===== src/inc/fwsr_pkg.sv =====
// Package with constants, types and command codes of the flash status controller.
package fwsr_pkg;

  // Clock and pin timing, figures in ns, counts rounded up.
  localparam int CLK_NS = 50;
  localparam int T_SETUP_NS = 50;
  localparam int T_PULSE_NS = 100;
  localparam int T_HOLD_NS = 50;
  localparam int T_OE_NS = 250;
  localparam logic [3:0] SETUP_CYC = 4'((T_SETUP_NS + CLK_NS - 1) / CLK_NS);
  localparam logic [3:0] PULSE_CYC = 4'((T_PULSE_NS + CLK_NS - 1) / CLK_NS);
  localparam logic [3:0] HOLD_CYC = 4'((T_HOLD_NS + CLK_NS - 1) / CLK_NS);
  localparam logic [3:0] OE_CYC = 4'((T_OE_NS + CLK_NS - 1) / CLK_NS);

  // Longest suspend latency in us, rounded down to cycles.
  localparam int SUSP_US = 20;
  localparam logic [9:0] SUSP_CYC = 10'(SUSP_US * 1000 / CLK_NS);

  // Software register offsets (byte addresses).
  localparam logic [7:0] REG_CTRL = 8'h00;
  localparam logic [7:0] REG_ADDR = 8'h04;
  localparam logic [7:0] REG_WDATA = 8'h08;
  localparam logic [7:0] REG_STATUS = 8'h0c;
  localparam logic [7:0] REG_RDATA = 8'h10;

  // Status register bit positions.
  localparam int ST_BUSY = 0;
  localparam int ST_DONE = 1;
  localparam int ST_FAIL = 2;
  localparam int ST_PROT = 3;
  localparam int ST_SUSP = 4;
  localparam int ST_RDY = 5;
  localparam int ST_TOG2 = 6;
  localparam int ST_REFUSED = 7;

  // Status bit positions on the flash data bus.
  localparam int POLL_BIT = 7;
  localparam int TOG1_BIT = 6;
  localparam int TFAIL_BIT = 5;
  localparam int TOG2_BIT = 2;

  // Sector select bits within the word address.
  localparam int SECT_HI = 16;
  localparam int SECT_LO = 12;

  // Command cycle addresses and data, upper byte and upper bits zero.
  localparam logic [16:0] UNLOCK_A1 = 17'h0_0555;
  localparam logic [16:0] UNLOCK_A2 = 17'h0_02aa;
  localparam logic [16:0] ID_ADDR = 17'h0_0000;
  localparam logic [11:0] PROT_LOW = 12'h002;
  localparam logic [15:0] UNLOCK_D1 = 16'h00aa;
  localparam logic [15:0] UNLOCK_D2 = 16'h0055;
  localparam logic [15:0] CMD_PROGRAM = 16'h00a0;
  localparam logic [15:0] CMD_ERASE = 16'h0080;
  localparam logic [15:0] CMD_CHIP = 16'h0010;
  localparam logic [15:0] CMD_SECTOR = 16'h0030;
  localparam logic [15:0] CMD_SUSPEND = 16'h00b0;
  localparam logic [15:0] CMD_RESUME = 16'h0030;
  localparam logic [15:0] CMD_RESET = 16'h00f0;
  localparam logic [15:0] CMD_AUTOSEL = 16'h0090;

  // Operations that software orders through the control register.
  typedef enum logic [3:0] {
    OP_NONE = 4'h0,
    OP_ARRAY_READ = 4'h1,
    OP_PROGRAM = 4'h2,
    OP_SECTOR_ERASE = 4'h3,
    OP_CHIP_ERASE = 4'h4,
    OP_SUSPEND = 4'h5,
    OP_RESUME = 4'h6,
    OP_RESET = 4'h7,
    OP_READ_ID = 4'h8,
    OP_PROT_VERIFY = 4'h9
  } fwsr_op_type;

  // One bus cycle toward the flash.
  typedef struct packed {
    logic rd;
    logic [16:0] addr;
    logic [15:0] data;
  } fwsr_cyc_type;

  // Flash pin outputs.
  typedef struct packed {
    logic ce_n;
    logic we_n;
    logic oe_n;
    logic [16:0] addr;
    logic [15:0] dq_o;
    logic dq_oe;
  } fwsr_pin_type;

endpackage


===== src/fwsr_ctrl.sv =====
// Host controller that issues flash commands and polls write status.
module fwsr_ctrl import fwsr_pkg::*; (
  // Clock and reset.
  input wire logic ref_clk,
  input wire logic srst,
  // Software register port.
  input wire logic [7:0] sw_addr,
  input wire logic [31:0] sw_wdata,
  input wire logic sw_wr,
  input wire logic sw_rd,
  output logic [31:0] sw_rdata,
  // Flash pins.
  output fwsr_pin_type flash_pins,
  input wire logic [15:0] flash_dq_i,
  input wire logic ready_busy_n
);

  typedef enum logic [2:0] {
    S_IDLE = 3'b000,
    S_SEQ = 3'b001,
    S_POLL = 3'b011,
    S_FINAL = 3'b010,
    S_RESET = 3'b110,
    S_SUSP_WAIT = 3'b111
  } fwsr_state_type;

  fwsr_state_type state_ff;
  fwsr_op_type op_ff;
  logic [16:0] addr_ff;
  logic [15:0] wdata_ff;
  logic [16:0] poll_addr_ff;
  logic [16:0] erase_addr_ff;
  logic [15:0] rdata_ff;
  logic [15:0] first_rd_ff;
  logic [2:0] step_ff;
  logic wait_ff;
  logic pair_ff;
  logic recheck_ff;
  logic susp_pend_ff;
  logic sector_erase_ff;
  logic [9:0] susp_cnt_ff;
  logic done_ff, fail_ff, prot_ff, susp_ff, tog2_ff, refused_ff;
  logic [16:0] sync_bus;
  logic [15:0] dq_sync;
  logic rdy_sync;
  logic cyc_start, cyc_done;
  logic [15:0] cyc_rdata;
  fwsr_cyc_type cyc;
  fwsr_op_type req_op;
  logic start_ok, req_wr, toggling;
  logic [2:0] seq_last;

  fwsr_sync #(.W(17)) u_sync (
    .ref_clk(ref_clk),
    .srst(srst),
    .async_in({ready_busy_n, flash_dq_i}),
    .sync_out(sync_bus)
  );

  assign rdy_sync = sync_bus[16];
  assign dq_sync = sync_bus[15:0];

  fwsr_bus_cycle u_cycle (
    .ref_clk(ref_clk),
    .srst(srst),
    .start(cyc_start),
    .cyc(cyc),
    .done(cyc_done),
    .rdata(cyc_rdata),
    .dq_sync(dq_sync),
    .pins(flash_pins)
  );

  // Command sequence lookup; unlock cycles carry zero upper bits and byte.
  function automatic fwsr_cyc_type seq_cycle(fwsr_op_type op,
      logic [2:0] step, logic [16:0] a, logic [15:0] d);
    fwsr_cyc_type c;
    c = '{rd: 1'b0, addr: UNLOCK_A1, data: UNLOCK_D1};
    if (step == 3'd1 || step == 3'd4) begin
      c.addr = UNLOCK_A2;
      c.data = UNLOCK_D2;
    end
    unique case (op)
      OP_ARRAY_READ: c = '{rd: 1'b1, addr: a, data: 16'h0000};
      OP_PROGRAM: begin
        if (step == 3'd2) c.data = CMD_PROGRAM;
        if (step == 3'd3) c = '{rd: 1'b0, addr: a, data: d};
      end
      OP_SECTOR_ERASE, OP_CHIP_ERASE: begin
        if (step == 3'd2) c.data = CMD_ERASE;
        if (step == 3'd5) begin
          c.data = (op == OP_CHIP_ERASE) ? CMD_CHIP : CMD_SECTOR;
          if (op == OP_SECTOR_ERASE) begin
            c.addr = {a[SECT_HI:SECT_LO], 12'h000};
          end
        end
      end
      OP_SUSPEND: c.data = CMD_SUSPEND;
      OP_RESUME: c.data = CMD_RESUME;
      OP_RESET: c.data = CMD_RESET;
      OP_READ_ID, OP_PROT_VERIFY: begin
        if (step == 3'd2) c.data = CMD_AUTOSEL;
        if (step == 3'd3) begin
          // The fourth autoselect cycle is a read.
          c.rd = 1'b1;
          c.data = 16'h0000;
          c.addr = (op == OP_READ_ID) ? ID_ADDR :
                   {a[SECT_HI:SECT_LO], PROT_LOW};
        end
      end
      default: c = '{rd: 1'b1, addr: a, data: 16'h0000};
    endcase
    return c;
  endfunction

  // Index of the final cycle of each sequence.
  always_comb begin
    unique case (op_ff)
      OP_PROGRAM, OP_READ_ID, OP_PROT_VERIFY: seq_last = 3'd3;
      OP_SECTOR_ERASE, OP_CHIP_ERASE: seq_last = 3'd5;
      default: seq_last = 3'd0;
    endcase
  end

  // Cycle selection by state; polling always reads the valid address.
  always_comb begin
    cyc = seq_cycle(op_ff, step_ff, addr_ff, wdata_ff);
    if (state_ff == S_POLL || state_ff == S_FINAL) begin
      cyc = '{rd: 1'b1, addr: poll_addr_ff, data: 16'h0000};
    end else if (state_ff == S_RESET) begin
      cyc = '{rd: 1'b0, addr: UNLOCK_A1, data: CMD_RESET};
    end
  end

  assign cyc_start = !wait_ff && state_ff != S_IDLE &&
                     state_ff != S_SUSP_WAIT;
  assign toggling = first_rd_ff[TOG1_BIT] ^ cyc_rdata[TOG1_BIT];

  // Acceptance of software orders, gated by the suspend state.
  assign req_wr = sw_wr && sw_addr == REG_CTRL;
  assign req_op = fwsr_op_type'(sw_wdata[3:0]);
  always_comb begin
    start_ok = 1'b0;
    if (state_ff == S_IDLE) begin
      unique case (req_op)
        OP_ARRAY_READ, OP_PROGRAM, OP_READ_ID, OP_PROT_VERIFY,
        OP_RESET: start_ok = 1'b1;
        OP_SECTOR_ERASE, OP_CHIP_ERASE: start_ok = !susp_ff;
        OP_RESUME: start_ok = susp_ff;
        default: start_ok = 1'b0;
      endcase
    end
  end

  // Register writes for location and value, taken only while idle.
  always_ff @(posedge ref_clk) begin
    if (srst) begin
      addr_ff <= 17'h0_0000;
      wdata_ff <= 16'h0000;
    end else if (sw_wr && state_ff == S_IDLE) begin
      if (sw_addr == REG_ADDR) addr_ff <= sw_wdata[16:0];
      if (sw_addr == REG_WDATA) wdata_ff <= sw_wdata[15:0];
    end
  end

  // Main sequencer: command cycles, toggle polling, suspend and reset.
  always_ff @(posedge ref_clk) begin
    if (srst) begin
      state_ff <= S_IDLE;
      op_ff <= OP_NONE;
      step_ff <= 3'd0;
      wait_ff <= 1'b0;
      pair_ff <= 1'b0;
      recheck_ff <= 1'b0;
      first_rd_ff <= 16'h0000;
      poll_addr_ff <= 17'h0_0000;
      erase_addr_ff <= 17'h0_0000;
      susp_cnt_ff <= 10'd0;
    end else begin
      if (cyc_start) wait_ff <= 1'b1;
      if (cyc_done) wait_ff <= 1'b0;
      unique case (state_ff)
        S_IDLE: begin
          if (req_wr && start_ok) begin
            op_ff <= req_op;
            step_ff <= 3'd0;
            state_ff <= S_SEQ;
            recheck_ff <= 1'b0;
            pair_ff <= 1'b0;
            if (req_op == OP_PROGRAM || req_op == OP_CHIP_ERASE) begin
              poll_addr_ff <= addr_ff;
            end else if (req_op == OP_SECTOR_ERASE) begin
              poll_addr_ff <= addr_ff;
              erase_addr_ff <= addr_ff;
            end else if (req_op == OP_RESUME) begin
              poll_addr_ff <= erase_addr_ff;
              op_ff <= OP_SECTOR_ERASE;
              step_ff <= 3'd5;
              // Only the resume write goes out; the erase is polled after.
            end
          end
        end
        S_SEQ: begin
          if (cyc_done) begin
            if (step_ff != seq_last && op_ff != OP_SUSPEND &&
                !(op_ff == OP_SECTOR_ERASE && susp_ff)) begin
              step_ff <= step_ff + 3'd1;
            end else if (op_ff == OP_ARRAY_READ) begin
              state_ff <= S_IDLE;
            end else if (op_ff == OP_READ_ID || op_ff == OP_PROT_VERIFY ||
                         op_ff == OP_RESET) begin
              state_ff <= (op_ff == OP_RESET) ? S_IDLE : S_RESET;
            end else if (op_ff == OP_SUSPEND) begin
              state_ff <= S_SUSP_WAIT;
              susp_cnt_ff <= SUSP_CYC;
            end else begin
              // Polling starts only after the final strobe has risen.
              state_ff <= S_POLL;
            end
          end
        end
        S_SUSP_WAIT: begin
          // Wait out the worst suspend latency before reading status.
          if (susp_cnt_ff == 10'd1) begin
            state_ff <= S_POLL;
          end else begin
            susp_cnt_ff <= susp_cnt_ff - 10'd1;
          end
        end
        S_POLL: begin
          if (cyc_done) begin
            pair_ff <= !pair_ff;
            first_rd_ff <= cyc_rdata;
            if (pair_ff) begin
              if (!toggling) begin
                state_ff <= S_FINAL;
              end else if (recheck_ff) begin
                state_ff <= S_RESET;
              end else if (cyc_rdata[TFAIL_BIT]) begin
                recheck_ff <= 1'b1;
              end else if (susp_pend_ff && sector_erase_ff) begin
                op_ff <= OP_SUSPEND;
                state_ff <= S_SEQ;
              end
            end
          end
        end
        S_FINAL: begin
          if (cyc_done) state_ff <= S_IDLE;
        end
        S_RESET: begin
          if (cyc_done) state_ff <= S_IDLE;
        end
        default: state_ff <= S_IDLE;
      endcase
    end
  end

  // Suspend orders are held until the next polling pair; others refused.
  always_ff @(posedge ref_clk) begin
    if (srst) begin
      susp_pend_ff <= 1'b0;
      sector_erase_ff <= 1'b0;
    end else begin
      if (state_ff == S_IDLE && req_wr && start_ok) begin
        sector_erase_ff <= req_op == OP_SECTOR_ERASE || req_op == OP_RESUME;
      end else if (state_ff == S_SEQ && op_ff == OP_PROGRAM) begin
        sector_erase_ff <= 1'b0;
      end
      if (req_wr && req_op == OP_SUSPEND && state_ff == S_POLL &&
          sector_erase_ff && !susp_ff) begin
        susp_pend_ff <= 1'b1;
      end else if (state_ff == S_IDLE) begin
        susp_pend_ff <= 1'b0;
      end
    end
  end

  // Result flags; a new order clears done, fail, tog2 and refused, results of the final read set.
  always_ff @(posedge ref_clk) begin
    if (srst) begin
      done_ff <= 1'b0;
      fail_ff <= 1'b0;
      prot_ff <= 1'b0;
      susp_ff <= 1'b0;
      tog2_ff <= 1'b0;
      refused_ff <= 1'b0;
      rdata_ff <= 16'h0000;
    end else begin
      if (req_wr && !start_ok && !(req_op == OP_SUSPEND &&
          state_ff == S_POLL && sector_erase_ff)) begin
        refused_ff <= 1'b1;
      end else if (req_wr && start_ok) begin
        refused_ff <= 1'b0;
        done_ff <= 1'b0;
        fail_ff <= 1'b0;
        tog2_ff <= 1'b0;
      end
      if (state_ff == S_POLL && cyc_done && pair_ff && sector_erase_ff &&
          (first_rd_ff[TOG2_BIT] ^ cyc_rdata[TOG2_BIT])) begin
        // Sticky, since the closing pair of a finished erase reads array data and never toggles.
        tog2_ff <= 1'b1;
      end
      if (cyc_done && (state_ff == S_FINAL || (state_ff == S_SEQ &&
          cyc.rd))) begin
        rdata_ff <= cyc_rdata;
        done_ff <= 1'b1;
        if (op_ff == OP_PROT_VERIFY) prot_ff <= cyc_rdata[0];
        if (op_ff == OP_PROGRAM && state_ff == S_FINAL) begin
          // A protected location ends with the old value, not the new.
          fail_ff <= cyc_rdata[POLL_BIT] != wdata_ff[POLL_BIT];
        end
        if (op_ff == OP_SUSPEND) begin
          susp_ff <= cyc_rdata[POLL_BIT];
        end else if (op_ff == OP_SECTOR_ERASE || op_ff == OP_CHIP_ERASE) begin
          fail_ff <= !cyc_rdata[POLL_BIT];
          susp_ff <= 1'b0;
        end
      end
      if (state_ff == S_RESET && cyc_done && op_ff != OP_READ_ID &&
          op_ff != OP_PROT_VERIFY) begin
        fail_ff <= 1'b1;
        done_ff <= 1'b1;
      end
      if (state_ff == S_RESET && cyc_done &&
          (op_ff == OP_READ_ID || op_ff == OP_PROT_VERIFY)) begin
        done_ff <= 1'b1;
      end
      if (state_ff == S_SEQ && cyc_done && op_ff == OP_RESET) begin
        done_ff <= 1'b1;
        susp_ff <= 1'b0;
      end
    end
  end

  // Register read port, data in the cycle after the strobe.
  always_ff @(posedge ref_clk) begin
    if (srst) begin
      sw_rdata <= 32'h0000_0000;
    end else if (sw_rd) begin
      sw_rdata <= 32'h0000_0000;
      unique case (sw_addr)
        REG_CTRL: sw_rdata[3:0] <= op_ff;
        REG_ADDR: sw_rdata[16:0] <= addr_ff;
        REG_WDATA: sw_rdata[15:0] <= wdata_ff;
        REG_STATUS: begin
          sw_rdata[ST_BUSY] <= state_ff != S_IDLE;
          sw_rdata[ST_DONE] <= done_ff;
          sw_rdata[ST_FAIL] <= fail_ff;
          sw_rdata[ST_PROT] <= prot_ff;
          sw_rdata[ST_SUSP] <= susp_ff;
          sw_rdata[ST_RDY] <= rdy_sync;
          sw_rdata[ST_TOG2] <= tog2_ff;
          sw_rdata[ST_REFUSED] <= refused_ff;
        end
        REG_RDATA: sw_rdata[15:0] <= rdata_ff;
        default: sw_rdata <= 32'h0000_0000;
      endcase
    end
  end

endmodule // fwsr_ctrl


===== src/fwsr_sync.sv =====
// Two-flop synchroniser for the flash pin inputs.
module fwsr_sync import fwsr_pkg::*; #(
  parameter int W = 17
) (
  // Clock and reset.
  input wire logic ref_clk,
  input wire logic srst,
  // Asynchronous input and its synchronised copy.
  input wire logic [W-1:0] async_in,
  output logic [W-1:0] sync_out
);

  logic [W-1:0] meta_ff;

  // The first stage feeds only the second stage.
  always_ff @(posedge ref_clk) begin
    if (srst) begin
      meta_ff <= '1;
      sync_out <= '1;
    end else begin
      meta_ff <= async_in;
      sync_out <= meta_ff;
    end
  end

endmodule // fwsr_sync


===== src/fwsr_bus_cycle.sv =====
// Single read or write cycle engine on the flash strobes.
module fwsr_bus_cycle import fwsr_pkg::*; (
  // Clock and reset.
  input wire logic ref_clk,
  input wire logic srst,
  // Cycle request and answer.
  input wire logic start,
  input wire fwsr_cyc_type cyc,
  output logic done,
  output logic [15:0] rdata,
  // Synchronised data bus and pin outputs.
  input wire logic [15:0] dq_sync,
  output fwsr_pin_type pins
);

  typedef enum logic [1:0] {
    PH_IDLE = 2'b00,
    PH_SETUP = 2'b01,
    PH_PULSE = 2'b11,
    PH_HOLD = 2'b10
  } fwsr_phase_type;

  fwsr_phase_type phase_ff;
  logic [3:0] cnt_ff;
  logic rd_ff;

  // Phase sequencing; address and data stand still across the whole cycle.
  always_ff @(posedge ref_clk) begin
    if (srst) begin
      phase_ff <= PH_IDLE;
      cnt_ff <= 4'h0;
      rd_ff <= 1'b0;
      done <= 1'b0;
    end else begin
      done <= 1'b0;
      unique case (phase_ff)
        PH_IDLE: begin
          if (start) begin
            phase_ff <= PH_SETUP;
            cnt_ff <= SETUP_CYC;
            rd_ff <= cyc.rd;
          end
        end
        PH_SETUP: begin
          if (cnt_ff == 4'h1) begin
            phase_ff <= PH_PULSE;
            cnt_ff <= rd_ff ? OE_CYC : PULSE_CYC;
          end else begin
            cnt_ff <= cnt_ff - 4'h1;
          end
        end
        PH_PULSE: begin
          if (cnt_ff == 4'h1) begin
            phase_ff <= PH_HOLD;
            cnt_ff <= HOLD_CYC;
          end else begin
            cnt_ff <= cnt_ff - 4'h1;
          end
        end
        PH_HOLD: begin
          if (cnt_ff == 4'h1) begin
            phase_ff <= PH_IDLE;
            done <= 1'b1;
          end else begin
            cnt_ff <= cnt_ff - 4'h1;
          end
        end
      endcase
    end
  end

  // Pin drive; address is set one phase before the strobes fall.
  always_ff @(posedge ref_clk) begin
    if (srst) begin
      pins <= '{ce_n: 1'b1, we_n: 1'b1, oe_n: 1'b1, addr: '0, dq_o: '0,
                dq_oe: 1'b0};
    end else if (phase_ff == PH_IDLE && start) begin
      pins.addr <= cyc.addr;
      pins.dq_o <= cyc.data;
      pins.dq_oe <= !cyc.rd;
    end else if (phase_ff == PH_SETUP && cnt_ff == 4'h1) begin
      // Chip select and strobe fall together so the later edge is known.
      pins.ce_n <= 1'b0;
      pins.we_n <= rd_ff;
      pins.oe_n <= !rd_ff;
    end else if (phase_ff == PH_PULSE && cnt_ff == 4'h1) begin
      // Data stays driven through the hold phase past the rising edges.
      pins.ce_n <= 1'b1;
      pins.we_n <= 1'b1;
      pins.oe_n <= 1'b1;
    end else if (phase_ff == PH_HOLD && cnt_ff == 4'h1) begin
      pins.dq_oe <= 1'b0;
    end
  end

  // Read data is taken on the last cycle of the enable pulse.
  always_ff @(posedge ref_clk) begin
    if (srst) begin
      rdata <= 16'h0000;
    end else if (phase_ff == PH_PULSE && cnt_ff == 4'h1 && rd_ff) begin
      rdata <= dq_sync;
    end
  end

endmodule // fwsr_bus_cycle


===== config.mk =====
export PLATFORM = sky130hd
export DESIGN_NAME = fwsr_ctrl
export DESIGN_NICKNAME = d
export VERILOG_FILES = /design/src/inc/fwsr_pkg.sv /design/src/fwsr_ctrl.sv /design/src/fwsr_sync.sv /design/src/fwsr_bus_cycle.sv
export SDC_FILE = /design/constraint.sdc
export NUM_CORES = 1
export LEC_CHECK = 0
export BUFFER_PORTS_ARGS = -buffer_cell sky130_fd_sc_hd__buf_2
export CORE_UTILIZATION = 63
export CTS_CLUSTER_DIAMETER = 50
export DETAILED_ROUTE_END_ITERATION = 10
export HOLD_SLACK_MARGIN = 0.1
export PLACE_DENSITY = 0.92
export SLEW_MARGIN = 20
export SYNTH_ARGS = -nofsm -noshare
export SYNTH_HDL_FRONTEND = slang
export SYNTH_HIERARCHICAL = 1
export SYNTH_SLANG_ARGS = --single-unit

===== constraint.sdc =====
create_clock -name ref_clk -period 3.38 [get_ports ref_clk]
set_input_delay 0 -clock ref_clk [delete_from_list [all_inputs] [get_ports ref_clk]]
set_output_delay 0 -clock ref_clk [all_outputs]
set_load 0.03 [all_outputs]

Word level (Yosys, flattened, before mapping)
Cells that the tools add are included.
{"block": "totals", "register_bits": 233, "latchBits": 0, "mem_bits_rw": 0, "mem_bits_ro": 0, "input_bits": 61, "output_inout_bits": 69, "word_cells": 328, "mem_count": 0}
{"block": "op_classes", "add_sub_neg": 3, "multipliers": 0, "div": 0, "magnitude_cmp": 0, "n_eq_ne": 70, "shifts": 0, "mux": 113, "bitwise": 5, "n_reduce_logical": 102}
{"op": "2-to-1 mux 34 bit", "count": 3}
{"op": "one-hot mux 16 bit (6 select lines)", "count": 1}
{"op": "2-to-1 mux 17 bit", "count": 5}
{"op": "2-to-1 mux 3 bit", "count": 24}
{"op": "one-hot mux 17 bit (4 select lines)", "count": 1}
{"op": "2-to-1 mux 33 bit", "count": 2}
{"op": "2-to-1 mux 10 bit", "count": 6}
{"op": "2-to-1 mux 4 bit", "count": 14}
{"op": "2-to-1 mux 16 bit", "count": 3}
{"op": "logical AND 1 bit", "count": 38}
{"op": "2-to-1 mux 1 bit", "count": 34}
{"op": "equality test 4 x 3 -> 1 bit, second input constant", "count": 8}
{"op": "one-hot mux 4 bit (4 select lines)", "count": 2}
{"op": "2-to-1 mux 27 bit", "count": 1}
{"op": "inequality test 2 x 1 -> 1 bit, second input constant", "count": 12}
{"op": "inequality test 2 bit, second input constant", "count": 12}
{"op": "one-hot mux 8 bit (3 select lines)", "count": 1}
{"op": "one-hot mux 10 bit (2 select lines)", "count": 1}
{"op": "one-hot mux 4 bit (5 select lines)", "count": 1}
{"op": "AND reduction 2 bit", "count": 10}
{"op": "nonzero test 2 bit", "count": 10}
{"op": "equality test 4 x 2 -> 1 bit, second input constant", "count": 4}
{"op": "equality test 4 bit, second input constant", "count": 4}
{"op": "equality test 8 x 4 -> 1 bit, second input constant", "count": 2}
{"op": "44 further kinds", "count": 94}

Depth between registers and ports, before layout
{"block": "depth", "word_depth": 15, "depth_mapped": 11, "depth_no_buf": 10}

Modules after synthesis
The synthesis kept the hierarchy.
{"module": "fwsr_ctrl", "instances": 1, "cells_each": 904, "area_each_um2": 7335.8}
{"module": "fwsr_bus_cycle", "instances": 1, "cells_each": 286, "area_each_um2": 2368.5}
{"module": "fwsr_sync", "instances": 1, "cells_each": 71, "area_each_um2": 927.1}

Least setup slack after synthesis
No wires, ideal clock.
{"block": "synth_path", "kind": "flip-flop to flip-flop", "startpoint": "register state_ff[2]", "endpoint": "register u_cycle/pins[10] in the netlist's numbering", "setup_ns": 0.132, "t_arrival_ns": 2.097, "required_time_ns": 3.248, "slack_ns": 1.151, "path_stages_with_launch": 11, "n_path_buf": 5, "cell_sequence": "dfxtp_1 > buf_2 > buf_1 > and3_1 > clkbuf_1 > nor3_1 > or3b_1 > buf_2 > buf_2 > nand2_1 > a21oi_1"}
{"block": "synth_via", "elab_chain_cells": 4, "word_cells_on_any_way": 11}
{"element": "start: declaration", "line_no": "fwsr_ctrl.sv:27", "text": "fwsr_state_type state_ff;"}
{"element": "start signal: assignment", "line_no": "fwsr_ctrl.sv:212", "text": "state_ff <= (op_ff == OP_RESET) ? S_IDLE : S_RESET;"}
{"element": "nonzero test 3 bit", "line_no": "fwsr_ctrl.sv:135", "text": "assign cyc_start = !wait_ff && state_ff != S_IDLE &&"}
{"element": "logical AND 1 bit", "line_no": "fwsr_ctrl.sv:135"}
{"element": "logical AND 1 bit (*)", "line_no": "fwsr_ctrl.sv:135"}
{"element": "named net cyc_start", "line_no": "fwsr_ctrl.sv:46", "text": "logic cyc_start, cyc_done;"}
{"element": "logical AND 1 bit (*)", "line_no": "fwsr_bus_cycle.sv:77", "text": "end else if (phase_ff == PH_IDLE && start) begin"}
{"element": "end signal: assignment", "line_no": "fwsr_bus_cycle.sv:75", "text": "pins <= '{ce_n: 1'b1, we_n: 1'b1, oe_n: 1'b1, addr: '0, dq_o: '0,"}
{"element": "end: declaration", "line_no": "fwsr_bus_cycle.sv:13", "text": "output fwsr_pin_type pins"}
Mark *: on every way through the listed nets, which the timed path passes. The rest lies on a longest branch.
A chain may end at the register's enable or synchronous reset.

Worst setup path after layout
{"block": "layout_path", "startpoint": "register op_ff[1]", "endpoint": "register prot_ff"}
{"block": "layout_via", "elab_chain_cells": 9, "word_cells_on_any_way": 17}
{"element": "start: declaration", "line_no": "fwsr_ctrl.sv:28", "text": "fwsr_op_type op_ff;"}
{"element": "start signal: assignment", "line_no": "fwsr_ctrl.sv:185", "text": "op_ff <= req_op;"}
{"element": "equality test 4 x 3 -> 1 bit, or another cell as far along", "line_no": "fwsr_ctrl.sv:83", "text": "unique case (op)"}
{"element": "OR reduction 5 bit (no source line) / OR reduction 2 bit (equally long branches)"}
{"element": "one-hot mux 1 bit (3 select lines)", "line_no": "fwsr_ctrl.sv:83"}
{"element": "2-to-1 mux 34 bit", "line_no": "fwsr_ctrl.sv:130", "text": "end else if (state_ff == S_RESET) begin"}
{"element": "2-to-1 mux 34 bit", "line_no": "fwsr_ctrl.sv:128", "text": "if (state_ff == S_POLL || state_ff == S_FINAL) begin"}
{"element": "logical AND 1 bit", "line_no": "fwsr_ctrl.sv:304", "text": "if (cyc_done && (state_ff == S_FINAL || (state_ff == S_SEQ &&"}
{"element": "logical OR 1 bit", "line_no": "fwsr_ctrl.sv:304"}
{"element": "logical AND 1 bit", "line_no": "fwsr_ctrl.sv:304"}
{"element": "AND reduction 2 bit (no source line) (*)"}
{"element": "end signal: assignment", "line_no": "fwsr_ctrl.sv:308", "text": "if (op_ff == OP_PROT_VERIFY) prot_ff <= cyc_rdata[0];"}
{"element": "end: declaration", "line_no": "fwsr_ctrl.sv:42", "text": "logic done_ff, fail_ff, prot_ff, susp_ff, tog2_ff, refused_ff;"}
Mark *: on every way between the ends. The rest lies on a longest branch, timed or not.

==> metrics.md <==
| Metric | Value |
|---|---|
| Status | finished clean |
| Combined global-route utilization of all metal layers | 0.359 |
| Largest cells by area after synthesis | sky130_fd_sc_hd__dfxtp_1 43%, sky130_fd_sc_hd__a21oi_1 6.8%, sky130_fd_sc_hd__nand2_1 6.6% |
| RSZ-0062 raised after global routing | false |
| Net switching power of the design | 0.00240 W |
| Dominant cell by count in the synthesized netlist | sky130_fd_sc_hd__dfxtp_1 |
| Buffers on Ports | 99 |
| Clock tree from TritonCTS | done |
| Net switching fraction of the power | 0.330 |
| Slew at the pin closest to its max-slew limit | 1.03 ns |
| CTS Buf Count | 26 |
| Post-CTS Setup Bufs | 0 |
| Placeable core region | 16500 um^2 |
| Maximum root-to-sink buffer count | 3 |
| Comb power frac | 0.221 |
| H-tree levels | 1 |
| Average vias per placed instance | 6.41 |
| Maximum operating frequency | 0.355 GHz |
| Worst setup EP type | flop |
| Post-Route WL | 31.8 mm |
| Top_reg_cell synth | sky130_fd_sc_hd__dfxtp_1 |
| Final routed wire length divided by cell count | 19.8 um |
| Number of flops mapped to enable cells by yosys | 0 |
| Pin count of the biggest net entering global routing | 134 |
| Initial DRC count | 1265 |
| Clock power share | 0.366 |
| Fillcell total | 1061 |
| Post-route minimum period | 2.81 ns |
| Cell internal power dissipation | 0.00487 W |
| ANT nets after route | 0 |
| DIE HEIGHT | 132 um |
| Worst slew margin relative to its limit | 0.310 |
| # setup viols final | 0 |
| Min-delay worst type | input port to flop |
| Global-route wire length before repair | 50.4 mm |
| Setup_tns | 0 ns |
| Post-synth top area share | 0.429 |
| Fraction of the yosys area taken by sequential cells | 0.429 |
| Antenna fix cells | 0 |
| Detailed-route via count | 10300 |
| Count of unique library cells instantiated by Yosys | 85 |
| Sink count of the clock tree | 228 |
| Total standard cell area after synthesis | 10600 um^2 |
| Number of standard-cell rows in the floorplan | 47 |
| Fraction of layout instances using a drive strength above 1 | 0.145 |
| Count of boundary I/O pins | 130 |
| Post-synthesis register bit count | 228 |
| Total of max-cap violations | 0 |
| Cell count after synthesis | 1261 |
| Mean Syn Cell Area | 8.43 um^2 |
| Insertion delay to the later sink of the worst-skew pair | 0.54 ns |
| Top post-synthesis cells by count | 228 x sky130_fd_sc_hd__dfxtp_1, 187 x sky130_fd_sc_hd__nand2_1, 144 x sky130_fd_sc_hd__a21oi_1, 108 x sky130_fd_sc_hd__nor2_1, 56 x sky130_fd_sc_hd__mux2i_1 |
| Initial antenna violation count | 1 |
| Total power | 0.00727 W |
| Share of the cycle needed by the critical path after routing | 0.833 |
| Buffer cell driving the clock tree root | sky130_fd_sc_hd__clkbuf_16 |
| Total global routing overflow | 0 |
| Final hold violation count | 0 |
| Drt first pass iters | 6 |
| Synth-to-layout area growth | 16.7% |
| Top cell type by total area after synthesis | sky130_fd_sc_hd__dfxtp_1 |
| Clk slew on worst S/H paths | 0.07 ns |
| Final Max Slew Viols | 0 |
| Final net count | 1442 |
| Async set-reset flop share out of synthesis | 0 |
| Synth warnings | 6 |
| Kind of start point of the critical path | flop |
| Critical-path maximum fanout | 23 |
| Arrival time of the worst setup path | 3.23 ns |
| Worst Clk Skew | 0.0242 ns |
| HPWL after detailed placement | 18.7 mm |
| Category of the critical setup timing path | flop to flop |
| Weighted congestion reported at the end of routability-driven placement | 0.916 |
| Sequential group share of total power | 0.413 |
| Largest vdd supply drop | 527 uV |
| Lkg Pwr | 4.57 nW |
| Required time of the worst setup path | 3.79 ns |
| Die Span X | 132 um |
| Vias in the first global route | 9896 |
| Areal power density over the cells | 586 nW/um^2 |
| Die footprint | 17400 um^2 |
| Quantity of gates resized following cts | 0 |
| Starting density of the core | 0.643 |
| Number of hold-repair buffers added at the cts stage | 56 |
| Number of remaining DRC errors | 0 |
-- metal layers --
| layer | part of all wire | wire [um] | track usage | vias to the layer above |
|---|---|---|---|---|
| li1 | - | - | - | 4589 |
| met1 | 0.37 | 11800 | 0.421 | 4889 |
| met2 | 0.48 | 15400 | 0.616 | 673 |
| met3 | 0.085 | 2720 | 0.0654 | 169 |
| met4 | 0.061 | 1950 | 0.212 | 0 |
| met5 | 0 | 0 | 0 | - |
-- power groups by stage --
stage / Sequential [W] / Combinational, W / Clock, W
floorplan: 0.00293 / 0.00123 / 0
global placement: 0.00304 / 0.00143 / 0
detailed placement: 0.00305 / 0.00148 / 0
CTS: 0.00299 / 0.00154 / 0.00263
global route: 0.00302 / 0.00172 / 0.00276
finish: 0.00300 / 0.00160 / 0.00266
-- worst paths after layout --
check                         start                 end  slack [ns]  depth (start not counted)
setup / recovery           op_ff[1]             prot_ff        0.57                          7
hold / removal           sw_addr[5]         sw_rdata[6]        0.14                          5
setup reg to reg           op_ff[1]             prot_ff        0.57                          7
hold reg to reg   u_sync/meta_ff[8]  u_sync/sync_out[8]        0.40                          1
-- logic make-up (layout without fill, tap and decap cells) --
group	Yosys count	in the layout	synth area share
compound gates	323	323	0.198
buf+inv	128	242	0.0627
xor+xnor	13	13	0.0107
flops	228	228	0.429
mux	59	59	0.0559
fa+ha+maj	9	9	0.0106
other cells	1	15	0.000353
simple gates	500	500	0.232
-- through the flow --
stage / cells / hold WS [ns] / utilization / cell area [um^2] / setup slack (ns)
6_report: 1609 / 0.143 / 0.751 / 12400 / 0.566
5_1_grt: 1609 / 0.166 / 0.751 / 12400 / 0.400
4_1_cts: 1609 / 0.112 / 0.751 / 12400 / 0.702
3_5_place_dp: 1508 / 0.180 / 0.668 / 11000 / 0.722
3_3_place_gp: 1508 / 0.176 / 0.668 / 11000 / 0.785
2_1_floorplan: 1275 / 0.0971 / - / 10700 / 1.15
-- worst max-delay path: stages, from the launching register on --
cell and delay, ns:
sky130_fd_sc_hd__dfxtp_1 0.84, sky130_fd_sc_hd__or4b_1 0.30, sky130_fd_sc_hd__o211ai_1 0.18, sky130_fd_sc_hd__a2111oi_4 0.52, sky130_fd_sc_hd__buf_4 0.38, sky130_fd_sc_hd__nand3_1 0.16, sky130_fd_sc_hd__mux2i_1 0.24, sky130_fd_sc_hd__nor2_1 0.05
-- layout make-up --
type,instances,area (um^2),share of cell area
clock inverter,8,68.8,0.00555
clock buffer,37,732,0.0590
sequential,228,4560,0.368
tap,220,275,0.0222
inverter,25,93.8,0.00757
timing repair buffer,172,1200,0.0970
multi-input combinational,919,5470,0.441
-- layout by cell type, fill, tap and decap left out, types with 15 or more instances in the layout --
master,instances
sky130_fd_sc_hd__nor3_1,22
sky130_fd_sc_hd__dlygate4sd3_1,56
sky130_fd_sc_hd__a21oi_1,144
sky130_fd_sc_hd__nand3_1,37
sky130_fd_sc_hd__nand2b_1,28
sky130_fd_sc_hd__mux2i_1,56
sky130_fd_sc_hd__nor2_1,108
sky130_fd_sc_hd__conb_1,15
sky130_fd_sc_hd__nand2_1,187
sky130_fd_sc_hd__buf_4,16
sky130_fd_sc_hd__or2_1,35
sky130_fd_sc_hd__buf_2,98
sky130_fd_sc_hd__dfxtp_1,228
sky130_fd_sc_hd__clkbuf_16,26
sky130_fd_sc_hd__o21ai_0,55
sky130_fd_sc_hd__inv_1,25
-- registers in the layout, indices dropped and copies added, names as in the netlist, 2 cells and up --
register          flops
u_cycle/rdata        16
op_ff                 4
u_cycle/cnt_ff        4
first_rd_ff           2
state_ff              3
u_cycle/phase_ff      2
u_cycle/pins         37
sw_rdata             17
poll_addr_ff         17
rdata_ff             16
addr_ff              17
wdata_ff             16
step_ff               3
u_sync/sync_out      17
erase_addr_ff        17
u_sync/meta_ff       17
susp_cnt_ff          10
(Power assumes the default switching activity.)
